`config.mk`:
```
export PLATFORM = sky130hd
export DESIGN_NAME = ccemc_top
export DESIGN_NICKNAME = d
export VERILOG_FILES = /design/src/ccemc_pkg.sv /design/src/ccemc_cfg_if.sv /design/src/ccemc_counters.sv /design/src/ccemc_top.sv
export SDC_FILE = /design/constraint.sdc
export NUM_CORES = 1
export LEC_CHECK = 0
export BUFFER_PORTS_ARGS = -buffer_cell sky130_fd_sc_hd__clkbuf_2
export CAP_MARGIN = 10
export CORE_ASPECT_RATIO = 1.5
export CORE_UTILIZATION = 30
export DETAILED_ROUTE_END_ITERATION = 10
export PLACE_DENSITY_LB_ADDON = 0.25
export SKIP_LAST_GASP = 1
export SYNTH_ARGS = -nofsm -noshare
export SYNTH_HDL_FRONTEND = slang
export SYNTH_HIERARCHICAL = 1
export SYNTH_SLANG_ARGS = --single-unit
```
`constraint.sdc`:
```
create_clock -name clk -period 3.4 [get_ports clk]
set_input_delay 0 -clock clk [delete_from_list [all_inputs] [get_ports clk]]
set_output_delay 0 -clock clk [all_outputs]
set_load 0.03 [all_outputs]
```
`src/ccemc_pkg.sv`:
```
// constants and types shared by the charge counter and energy mode block
//
// How it works
// - threshold field bits 6:5 selects 50, 62.5, 75 or 87.5 percent of full count.
// - the full flag rises when any one counter reaches the threshold.
// - bit 4 enables all counters together; clear leaves all disabled.
// - prescaler bits 3:2 apply to every counter and to nothing else.
// - one counter step equals 2 to the power (16 - 2*prescaler) pulses.
// - bits 7, 6, 5 enable the third, second, first coarse regulator in deepest mode.
// - bit 4 shorts every enabled coarse regulator output to the battery rail.
// - with forced wake set, any bus start moves the device to active mode.
// - mode select bits 2:1, reset zero, choose the mode outside direct mode.
// - a forced wake leaves the mode select field reading what was written.
package ccemc_pkg;

   // ***************************************************
   // register map
   // ***************************************************
   localparam logic [7:0] CCEMC_CHARGE_COUNTER_CONTROL_OFS   = 8'h41;
   localparam logic [7:0] CCEMC_EM_CTRL_OFS   = 8'h43;
   localparam logic [7:0] CCEMC_CHARGE_COUNTER_CONTROL_RST   = 8'h00;
   localparam logic [7:0] CCEMC_EM_CTRL_RST   = 8'h00;
   localparam logic [7:0] CCEMC_CHARGE_COUNTER_CONTROL_WMASK = 8'h7c;
   localparam logic [7:0] CCEMC_UNMAPPED_DATA = 8'h00;

   localparam int CCEMC_THR_MSB   = 6;
   localparam int CCEMC_THR_LSB   = 5;
   localparam int CCEMC_EN_BIT    = 4;
   localparam int CCEMC_PRE_MSB   = 3;
   localparam int CCEMC_PRE_LSB   = 2;
   localparam int CCEMC_COARSE_MSB = 7;
   localparam int CCEMC_COARSE_LSB = 5;
   localparam int CCEMC_BYP_BIT   = 4;
   localparam int CCEMC_FORCE_BIT = 3;
   localparam int CCEMC_SEL_MSB   = 2;
   localparam int CCEMC_SEL_LSB   = 1;
   localparam int CCEMC_DIRECT_BIT = 0;

   // value is arbitrary
   localparam logic [6:0] CCEMC_I2C_ADDR = 7'h2a;

   // ***************************************************
   // counters
   // ***************************************************
   localparam int          CCEMC_NUM_CNT  = 3;
   localparam int          CCEMC_CNT_W    = 16;
   localparam logic [15:0] CCEMC_PRE_FULL = 16'hffff;
   localparam logic [15:0] CCEMC_CNT_MAX  = 16'hffff;
   localparam logic [3:0]  CCEMC_BITS_PER_BYTE = 4'h8;

   // ***************************************************
   // types
   // ***************************************************
   typedef enum logic [1:0] {
      CCEMC_ACTIVE_ENERGY_MODE  = 2'b00,
      CCEMC_LIGHT_ENERGY_MODE   = 2'b01,
      CCEMC_SLEEP_ENERGY_MODE   = 2'b10,
      CCEMC_DEEPEST_ENERGY_MODE = 2'b11
   } ccemc_mode_type;

   typedef enum logic [3:0] {
      CCEMC_IDLE  = 4'b0000,
      CCEMC_ADDR  = 4'b0001,
      CCEMC_AACK  = 4'b0010,
      CCEMC_PTR   = 4'b0011,
      CCEMC_PACK  = 4'b0100,
      CCEMC_WDATA = 4'b0101,
      CCEMC_WACK  = 4'b0110,
      CCEMC_RDATA = 4'b0111,
      CCEMC_RACK  = 4'b1000
   } ccemc_bus_state_type;

endpackage

```
`src/ccemc_cfg_if.sv`:
```
// counter configuration and status between register bank and counters
`timescale 1ns/100ps
`default_nettype none
interface ccemc_cfg_if;
   logic       counters_enable;
   logic [1:0] counter_prescaler;
   logic [1:0] counter_full_threshold;
   logic       counter_full_flag;

   modport regs (
      output counters_enable,
      output counter_prescaler,
      output counter_full_threshold,
      input  counter_full_flag
   );
   modport counter (
      input  counters_enable,
      input  counter_prescaler,
      input  counter_full_threshold,
      output counter_full_flag
   );
endinterface
`default_nettype wire

```
`src/ccemc_counters.sv`:
```
// charge counters with prescaler and full threshold detection
`timescale 1ns/100ps
`default_nettype none
module ccemc_counters
   import ccemc_pkg::*;
(
   input  wire logic                     clk,
   input  wire logic                     nrst,
   ccemc_cfg_if.counter                  cfg,
   input  wire logic [CCEMC_NUM_CNT-1:0] converter_pulse
);

   // ***************************************************
   // state
   // ***************************************************
   typedef struct packed {
      logic [CCEMC_NUM_CNT-1:0][2:0]             sync;
      logic [CCEMC_NUM_CNT-1:0]                  filt;
      logic [CCEMC_NUM_CNT-1:0][CCEMC_CNT_W-1:0] pre;
      logic [CCEMC_NUM_CNT-1:0][CCEMC_CNT_W-1:0] cnt;
      logic                                      full;
   } ccemc_cnt_state_type;

   ccemc_cnt_state_type     r;
   ccemc_cnt_state_type     next_r;
   logic [CCEMC_CNT_W-1:0]  lim;
   logic [CCEMC_CNT_W-1:0]  thr;
   logic [CCEMC_NUM_CNT-1:0] pulse;
   logic [CCEMC_NUM_CNT-1:0] reach;

   // pulses per step minus one; calibration never sees this
   assign lim = CCEMC_PRE_FULL >> {cfg.counter_prescaler, 1'b0};
   // 50/62.5/75/87.5 percent of full count
   assign thr = {1'b1, cfg.counter_full_threshold, 13'h0000};

   genvar gi;
   generate
      for (gi = 0; gi < CCEMC_NUM_CNT; gi++) begin : g_ch
         assign pulse[gi] = (r.sync[gi][1] == r.sync[gi][2]) &&
                            r.sync[gi][2] && !r.filt[gi];
         assign reach[gi] = r.cnt[gi] >= thr;
      end
   endgenerate

   always_comb begin
      next_r = r;
      for (int i = 0; i < CCEMC_NUM_CNT; i++) begin
         next_r.sync[i] = {r.sync[i][1:0], converter_pulse[i]};
         if (r.sync[i][1] == r.sync[i][2]) begin
            next_r.filt[i] = r.sync[i][2];
         end
         // one enable for all counters
         if (cfg.counters_enable && pulse[i]) begin
            if (r.pre[i] >= lim) begin
               next_r.pre[i] = '0;
               if (r.cnt[i] != CCEMC_CNT_MAX) begin
                  next_r.cnt[i] = r.cnt[i] + 16'h0001;
               end
            end else begin
               next_r.pre[i] = r.pre[i] + 16'h0001;
            end
         end
      end
      next_r.full = |reach;
   end

   always_ff @(posedge clk or negedge nrst) begin
      if (!nrst) begin
         r <= '0;
      end else begin
         r <= next_r;
      end
   end

   assign cfg.counter_full_flag = r.full;
endmodule
`default_nettype wire

```
`src/ccemc_top.sv`:
```
// i2c target, control registers and energy mode logic
`timescale 1ns/100ps
`default_nettype none
module ccemc_top
   import ccemc_pkg::*;
(
   input  wire logic                     clk,
   input  wire logic                     nrst,
   input  wire logic                     scl_in,
   input  wire logic                     sda_in,
   output logic                          sda_out,
   output logic                          sda_oe,
   input  wire logic [CCEMC_NUM_CNT-1:0] converter_pulse,
   input  wire logic [1:0]               direct_mode_pins,
   output logic [1:0]                    energy_mode,
   output logic                          first_output_coarse_enable,
   output logic                          second_output_coarse_enable,
   output logic                          third_output_coarse_enable,
   output logic [2:0]                    battery_rail_switch,
   output logic                          counter_full_flag
);

   // ***************************************************
   // state
   // ***************************************************
   typedef struct packed {
      logic [2:0]          scl_sync;
      logic [2:0]          sda_sync;
      logic                scl_f;
      logic                sda_f;
      ccemc_bus_state_type st;
      logic [3:0]          bitn;
      logic [7:0]          shreg;
      logic [7:0]          ptr;
      logic                rw;
      logic                nack;
      logic                drive;
      logic [7:0]          charge_counter_control;
      logic [7:0]          em_ctrl;
      logic [2:0][1:0]     dm_sync;
      logic [1:0]          dm_f;
      ccemc_mode_type      mode;
      logic [2:0]          coarse;
      logic [2:0]          bypass;
   } ccemc_regs_state_type;

   ccemc_regs_state_type r;
   ccemc_regs_state_type next_r;
   ccemc_cfg_if          cfg_bus ();

   logic       scl_new;
   logic       sda_new;
   logic       scl_rise;
   logic       scl_fall;
   logic       start_evt;
   logic       stop_evt;
   logic [7:0] rdv;
   logic       wr_em;
   logic [7:0] wdata;
   logic       dm_change;
   logic [1:0] dm_new;
   logic       sel_ok;

   // ***************************************************
   // pin filtering
   // ***************************************************
   // level accepted only when the two later stages agree
   always_comb begin
      scl_new = (r.scl_sync[1] == r.scl_sync[2]) ? r.scl_sync[2] : r.scl_f;
      sda_new = (r.sda_sync[1] == r.sda_sync[2]) ? r.sda_sync[2] : r.sda_f;
      dm_change = (r.dm_sync[1] == r.dm_sync[2]) && (r.dm_sync[2] != r.dm_f);
      dm_new = dm_change ? r.dm_sync[2] : r.dm_f;
   end

   assign scl_rise  = !r.scl_f && scl_new;
   assign scl_fall  = r.scl_f && !scl_new;
   assign start_evt = r.scl_f && scl_new && r.sda_f && !sda_new;
   assign stop_evt  = r.scl_f && scl_new && !r.sda_f && sda_new;

   // ***************************************************
   // register read mux
   // ***************************************************
   always_comb begin
      unique case (r.ptr)
         CCEMC_CHARGE_COUNTER_CONTROL_OFS: rdv = r.charge_counter_control;
         CCEMC_EM_CTRL_OFS: rdv = r.em_ctrl;
         default:           rdv = CCEMC_UNMAPPED_DATA;
      endcase
   end

   // ***************************************************
   // bus target, registers, mode
   // ***************************************************
   always_comb begin
      next_r = r;
      wr_em  = 1'b0;
      wdata  = r.shreg;
      next_r.scl_sync = {r.scl_sync[1:0], scl_in};
      next_r.sda_sync = {r.sda_sync[1:0], sda_in};
      next_r.dm_sync  = {r.dm_sync[1:0], direct_mode_pins};
      next_r.scl_f    = scl_new;
      next_r.sda_f    = sda_new;
      next_r.dm_f     = dm_new;

      if (start_evt) begin
         next_r.st    = CCEMC_ADDR;
         next_r.bitn  = '0;
         next_r.drive = 1'b0;
      end else if (stop_evt) begin
         next_r.st    = CCEMC_IDLE;
         next_r.drive = 1'b0;
      end else if (scl_rise) begin
         unique case (r.st)
            CCEMC_ADDR, CCEMC_PTR, CCEMC_WDATA: begin
               next_r.shreg = {r.shreg[6:0], sda_new};
               next_r.bitn  = r.bitn + 4'h1;
            end
            CCEMC_RDATA: begin
               next_r.bitn = r.bitn + 4'h1;
            end
            CCEMC_RACK: begin
               next_r.nack = sda_new;
            end
            default: begin
            end
         endcase
      end else if (scl_fall) begin
         unique case (r.st)
            CCEMC_ADDR: begin
               if (r.bitn == CCEMC_BITS_PER_BYTE) begin
                  if (r.shreg[7:1] == CCEMC_I2C_ADDR) begin
                     next_r.st    = CCEMC_AACK;
                     next_r.rw    = r.shreg[0];
                     next_r.drive = 1'b1;
                  end else begin
                     next_r.st = CCEMC_IDLE;
                  end
               end
            end
            CCEMC_AACK: begin
               next_r.bitn = '0;
               if (r.rw) begin
                  next_r.st    = CCEMC_RDATA;
                  next_r.shreg = rdv;
                  next_r.drive = !rdv[7];
                  next_r.ptr   = r.ptr + 8'h01;
               end else begin
                  next_r.st    = CCEMC_PTR;
                  next_r.drive = 1'b0;
               end
            end
            CCEMC_PTR: begin
               if (r.bitn == CCEMC_BITS_PER_BYTE) begin
                  next_r.ptr   = r.shreg;
                  next_r.st    = CCEMC_PACK;
                  next_r.drive = 1'b1;
               end
            end
            CCEMC_WDATA: begin
               if (r.bitn == CCEMC_BITS_PER_BYTE) begin
                  // reserved counter bits are dropped and read zero
                  if (r.ptr == CCEMC_CHARGE_COUNTER_CONTROL_OFS) begin
                     next_r.charge_counter_control = r.shreg & CCEMC_CHARGE_COUNTER_CONTROL_WMASK;
                  end
                  if (r.ptr == CCEMC_EM_CTRL_OFS) begin
                     next_r.em_ctrl = r.shreg;
                     wr_em = 1'b1;
                  end
                  next_r.ptr   = r.ptr + 8'h01;
                  next_r.st    = CCEMC_WACK;
                  next_r.drive = 1'b1;
               end
            end
            CCEMC_PACK, CCEMC_WACK: begin
               next_r.st    = CCEMC_WDATA;
               next_r.bitn  = '0;
               next_r.drive = 1'b0;
            end
            CCEMC_RDATA: begin
               if (r.bitn == CCEMC_BITS_PER_BYTE) begin
                  next_r.st    = CCEMC_RACK;
                  next_r.drive = 1'b0;
               end else begin
                  next_r.shreg = {r.shreg[6:0], 1'b0};
                  next_r.drive = !r.shreg[6];
               end
            end
            CCEMC_RACK: begin
               if (r.nack) begin
                  next_r.st = CCEMC_IDLE;
               end else begin
                  next_r.st    = CCEMC_RDATA;
                  next_r.bitn  = '0;
                  next_r.shreg = rdv;
                  next_r.drive = !rdv[7];
                  next_r.ptr   = r.ptr + 8'h01;
               end
            end
            default: begin
            end
         endcase
      end

      // mode: wake on start beats pins and register writes
      if (start_evt && r.em_ctrl[CCEMC_FORCE_BIT]) begin
         // select field is left alone, so it may read 2 while active
         next_r.mode = CCEMC_ACTIVE_ENERGY_MODE;
      end else if (next_r.em_ctrl[CCEMC_DIRECT_BIT]) begin
         if (dm_change || wr_em) begin
            next_r.mode = ccemc_mode_type'(dm_new);
         end
      end else if (wr_em) begin
         next_r.mode = ccemc_mode_type'(
            wdata[CCEMC_SEL_MSB:CCEMC_SEL_LSB]);
      end

      // coarse regulators live only in the deepest mode
      next_r.coarse = r.em_ctrl[CCEMC_COARSE_MSB:CCEMC_COARSE_LSB] &
         {3{r.mode == CCEMC_DEEPEST_ENERGY_MODE}};
      next_r.bypass = next_r.coarse &
         {3{r.em_ctrl[CCEMC_BYP_BIT]}};
   end

   always_ff @(posedge clk or negedge nrst) begin
      if (!nrst) begin
         r         <= '0;
         r.charge_counter_control <= CCEMC_CHARGE_COUNTER_CONTROL_RST;
         r.em_ctrl <= CCEMC_EM_CTRL_RST;
      end else begin
         r <= next_r;
      end
   end

   // ***************************************************
   // outputs and counters
   // ***************************************************
   assign cfg_bus.counters_enable        = r.charge_counter_control[CCEMC_EN_BIT];
   assign cfg_bus.counter_prescaler      =
      r.charge_counter_control[CCEMC_PRE_MSB:CCEMC_PRE_LSB];
   assign cfg_bus.counter_full_threshold =
      r.charge_counter_control[CCEMC_THR_MSB:CCEMC_THR_LSB];

   ccemc_counters u_counters (
      .clk             (clk),
      .nrst            (nrst),
      .cfg             (cfg_bus),
      .converter_pulse (converter_pulse)
   );

   assign counter_full_flag           = cfg_bus.counter_full_flag;
   assign sda_out                     = 1'b0;
   assign sda_oe                      = r.drive;
   assign energy_mode                 = r.mode;
   assign first_output_coarse_enable  = r.coarse[0];
   assign second_output_coarse_enable = r.coarse[1];
   assign third_output_coarse_enable  = r.coarse[2];
   assign battery_rail_switch         = r.bypass;

   assign sel_ok = !start_evt || !r.em_ctrl[CCEMC_FORCE_BIT];
endmodule
`default_nettype wire

```
# Word-level counts from Yosys, hierarchy flattened
# Index checks and enable logic that the tools add are counted.
# op_classes
addsub	8
magnitude_cmp	6
n_eq_ne	42
shift	1
muxes	65
n_bitwise	5
reduce_logical	54
# op_table
op	count
adder 16 x 1 -> 16 bit (second input constant)	6
greater-or-equal comparator 16 bit	6
two-way mux 16 bit	5
two-way mux 17 bit	3
two-way mux 8 bit	6
!= test 16 bit (second input constant)	3
one-hot mux 8 bit (4 select lines)	1
two-way mux 4 bit	7
!= test 4 bit (second input constant)	7
one-hot mux 4 bit (7 select lines)	1
AND reduction 7 bit	4
two-way mux 25 bit	1
two-way mux 1 bit	24
one-hot mux 8 bit (3 select lines)	1
two-way mux 22 bit	1
two-way mux 20 bit	1
logical AND 1 bit	18
== test 4 x 3 -> 1 bit (second input constant)	4
== test 8 x 7 -> 1 bit (second input constant)	2
one-hot mux 8 bit (2 select lines)	1
AND reduction 8 bit	2
>> shifter 16 x 3 -> 16 bit (first input constant)	1
two-way mux 12 bit	1
two-way mux 2 bit	6
other kinds (36)	69
# word_totals
regBits	173
inputBits	9
out_inout_bits	11
wordCells	215

# Depth between registers and ports, before layout
# logic_depth
word_depth	12
depth_mapped	11
depth_no_buf	10

# Cells and area by module
# Netlist, hierarchy kept.
# by_module_without_submodules
module	n_inst	cells_per_inst	area_per_inst_um2	seq_area_each_um2
ccemc_counters	1	566	5751.8	2727.6
ccemc_top	1	343	3424.5	1601.5

# Worst setup path before layout
# Ideal clock, no wire load.
# synth_path
path_kind	register to register
from	reg r, in the netlist cfg_bus.counter_prescaler[1]
to	reg u_counters/r[34] in the netlist's numbering
setup_ns	0.128
arrival_time_ns	2.447
required_time_ns	3.272
setup_slack_ns	0.826
stages_incl_launch_ff	9
n_path_buf	0
period_less_slack_ns	2.574
path_cell_list	dfrtp_1 > or2_2 > ha_1 > nand4_1 > nor3_1 > a211o_1 > o21ai_2 > nor2_1 > mux2_1
# synth_via
elab_chain_cells	3
# synth_lines
element	line	rtl
from (decl)	ccemc_top.sv:47	ccemc_regs_state_type r;
from (signal assigned)	ccemc_top.sv:230	r <= next_r;
>> shifter 16 x 3 -> 16 bit	ccemc_counters.sv:32	assign lim = CCEMC_PRE_FULL >> {cfg.counter_prescaler, 1'b0};
greater-or-equal comparator 16 bit	ccemc_counters.sv:54	if (r.pre[i] >= lim) begin
AND reduction 3 bit (no line)	-	
to (signal assigned)	ccemc_counters.sv:71	r <= next_r;
to (decl)	ccemc_counters.sv:24	ccemc_cnt_state_type r;
# Every way passes these cells.
# A chain may end at the register's enable or synchronous reset.

==> flow_summary.json <==
{
  "clockRootBuffer": "clkbuf_16",
  "cts_tree": "done",
  "criticalPathCategory": "reg2reg",
  "syn-num-nets": 955,
  "clk_latency_ns": 0.45,
  "avgViaCountPerCell": 4.971,
  "grt_max_degree": 69,
  "fp.coreArea_um2": 30160,
  "multi_input_area_um2": 4569,
  "fillers": 3053,
  "p_leak_nw": 4.686,
  "gp_congestion": 0.8271,
  "htree_levels": 4,
  "synth_seq_area_share_pct": 47.18,
  "fin_crit_ns": 2.954,
  "cp-start-kind": "register",
  "endpoint_kind": "register",
  "slew_violations": 0,
  "drt_wl_total_um": 20210,
  "diodes": 0,
  "fmax_ghz": 0.3385,
  "slew_headroom_pct": 42.09,
  "reg2reg_depth": 10,
  "num_vias": 6706,
  "ys_top_cells_by_area": "dfrtp_1 (47%), ha_1 (5.0%), xnor2_1 (3.9%)",
  "r2r_slack_ns": 0.45,
  "synth_top_area_share_pct": 47.18,
  "avgSynthCellArea_um2": 10.09,
  "fin_skew_ns": 0.008044,
  "synthCells": 909,
  "cap_viol_max_count": 0,
  "nNetsFinal": 982,
  "status": "finished clean",
  "syn-cell-area_um2": 9176,
  "die_width_um": 144.8,
  "place_ws_ns": 0.4504,
  "cts_sinks": 173,
  "grt_pass1_wl_um": 34880,
  "critPathRequiredTime_ns": 3.72,
  "ant_nets": 0,
  "peakVddDrop_mv": 0.3614,
  "dp_hpwl_um": 14490,
  "hold_class": "in2async",
  "track_usage_pct": 14.26,
  "wl_per_cell_um": 14.98,
  "grt_pass1_vias": 6987,
  "netlist_top_cells_count": "dfrtp_1 (173), nand2_1 (85), nor2_1 (79)",
  "drtIter0Drc": 334,
  "synthFlopType": "dfrtp_1",
  "post-synth-top-area-cell": "dfrtp_1",
  "worst_slack_ns": 0.4460,
  "async_flop_share_pct": 100.0,
  "hold_viol_final": 0,
  "synth_edf_count": 0,
  "ys_types": 83,
  "p_per_area_nw_per_um2": 430.8,
  "cts-resized-gates": 0,
  "ys_warn_count": 6,
  "drive_above_1_share_pct": 12.01,
  "fin_cells": 1349,
  "rsz0062_at_grt": "false",
  "antenna_found_initial": 0,
  "gr-total-overflow": 0,
  "drt_pass1_iterations": 7,
  "die-area_um2": 31310,
  "setup_tns_ns": 0,
  "ys_seq_elements": 173,
  "dp.cells": 1309,
  "clk_pin_slew_ns": 0.07,
  "synth_most_common_cell": "dfrtp_1",
  "crit_arrival_ns": 3.28,
  "tightest_slew_ns": 0.8608,
  "clk_path_buf_depth": 2,
  "setup-violations-final": 0,
  "finalCritPeriodShare_pct": 86.88,
  "syn_to_final_growth_pct": 13.51,
  "die_h_um": 216.2,
  "critPathMaxFanout": 10,
  "drc": 0,
  "cts_buffers": 17,
  "post-route-util_pct": 34.54,
  "num_rows": 78,
  "place_area_um2": 9714,
  "io_buffers": 18,
  "start_util_pct": 30.43,
  "regArea_um2": 4329,
  "final_area_um2": 10420,
  "io_pins": 20
}
cell type report:
type                    count  share of cell area, %
multi-input cells         676                  43.87
flip-flops and latches    173                  41.56
well taps                 400                  4.805
clock buffers              23                  4.685
repair buffers             39                  2.751
clock inverters             9                  1.285
inverters                  29                  1.045
repair_timing:
action	CTS	global route
hold buffers	8	0
hold endpoints to repair	72	0
buffers inserted	0	0
layout by cell type (no fill, tap or decap), types with 17 or more instances in the layout:
cell	Yosys	final
nand2_1	85	85
ha_1	37	37
xor2_1	40	40
clkbuf_16	0	17
clkbuf_2	1	17
nor2_1	79	79
dfrtp_1	173	173
nor3_1	18	18
inv_1	29	29
xnor2_1	41	41
o21ai_0	34	34
nand4_1	33	33
and3_1	27	27
a21oi_1	34	33
nand3_1	54	54
state kept, by name, summed over array words and instances (netlist names), named ones only:
signal / count
u_counters/r: 102
r: 33
next_r: 8
wdata: 8
u_counters/next_r: 6
battery_rail_switch: 3
cfg_bus.counter_full_threshold: 2
cfg_bus.counter_prescaler: 2
energy_mode: 2
cfg_bus.counters_enable: 1
first_output_coarse_enable: 1
sda_oe: 1
second_output_coarse_enable: 1
third_output_coarse_enable: 1
u_counters/cfg.counter_full_flag: 1
per-stage QoR:
stage	hold slack [ns]	total power, mW
after global routing	0.1871	4.685
after detailed placement	0.05110	2.467
after floorplan	-0.2956	2.359
after global placement	0.05753	2.463
final	0.1193	4.488
after CTS	0.1427	4.557
worst paths after layout:
kind,start,to
max,r[60]$_DFF_PN0_,cfg_bus.counter_prescaler[1]$_DFFE_PN0P_
min,nrst,u_counters/r[87]$_DFFE_PN0N_
max reg2reg,r[60]$_DFF_PN0_,cfg_bus.counter_prescaler[1]$_DFFE_PN0P_
min reg2reg,next_r[12]$_DFF_PN0_,next_r[14]$_DFF_PN0_
max in group asynchronous,nrst,u_counters/r[98]$_DFFE_PN0N_
min in group clk,converter_pulse[2],u_counters/next_r[107]$_DFF_PN0_
power by group:
part / total, mW / internal [mW] / switching, mW
Combinational: 0.254 / 0.103 / 0.151
Sequential: 2.17 / 2.10 / 0.0705
Clock: 2.06 / 1.23 / 0.826
worst max-delay path: stages, from the launching register on:
cell and delay (ns):
dfrtp_1 0.43, a21o_1 0.19, o21a_1 0.14, inv_1 0.07
ha_1 0.28, nand2b_1 0.22, a311oi_2 0.42, nand2_1 0.12
or4_1 0.71, nand2_1 0.17, o21ai_2 0.06
layer usage:
layer | up-vias | global-route usage, % | share of wire [%]
li1 | 3312 | - | -
met1 | 3290 | 16.25 | 42
met2 | 76 | 25.32 | 53
met3 | 28 | 2.364 | 1.8
met4 | 0 | 7.018 | 2.8
met5 | - | 0 | 0
cell families after synthesis:
family	count (synthesis)	share of synthesized area (%)
and+or+nand+nor	383	22.44
DFF	173	47.18
AOI/OAI and AO/OA	147	11.32
xor gates and xnor gates	81	7.731
buffers and inverters	60	3.068
adders and majority gates	37	5.045
muxes	27	3.177
other	1	0.04087
(Power assumes the default switching activity.)
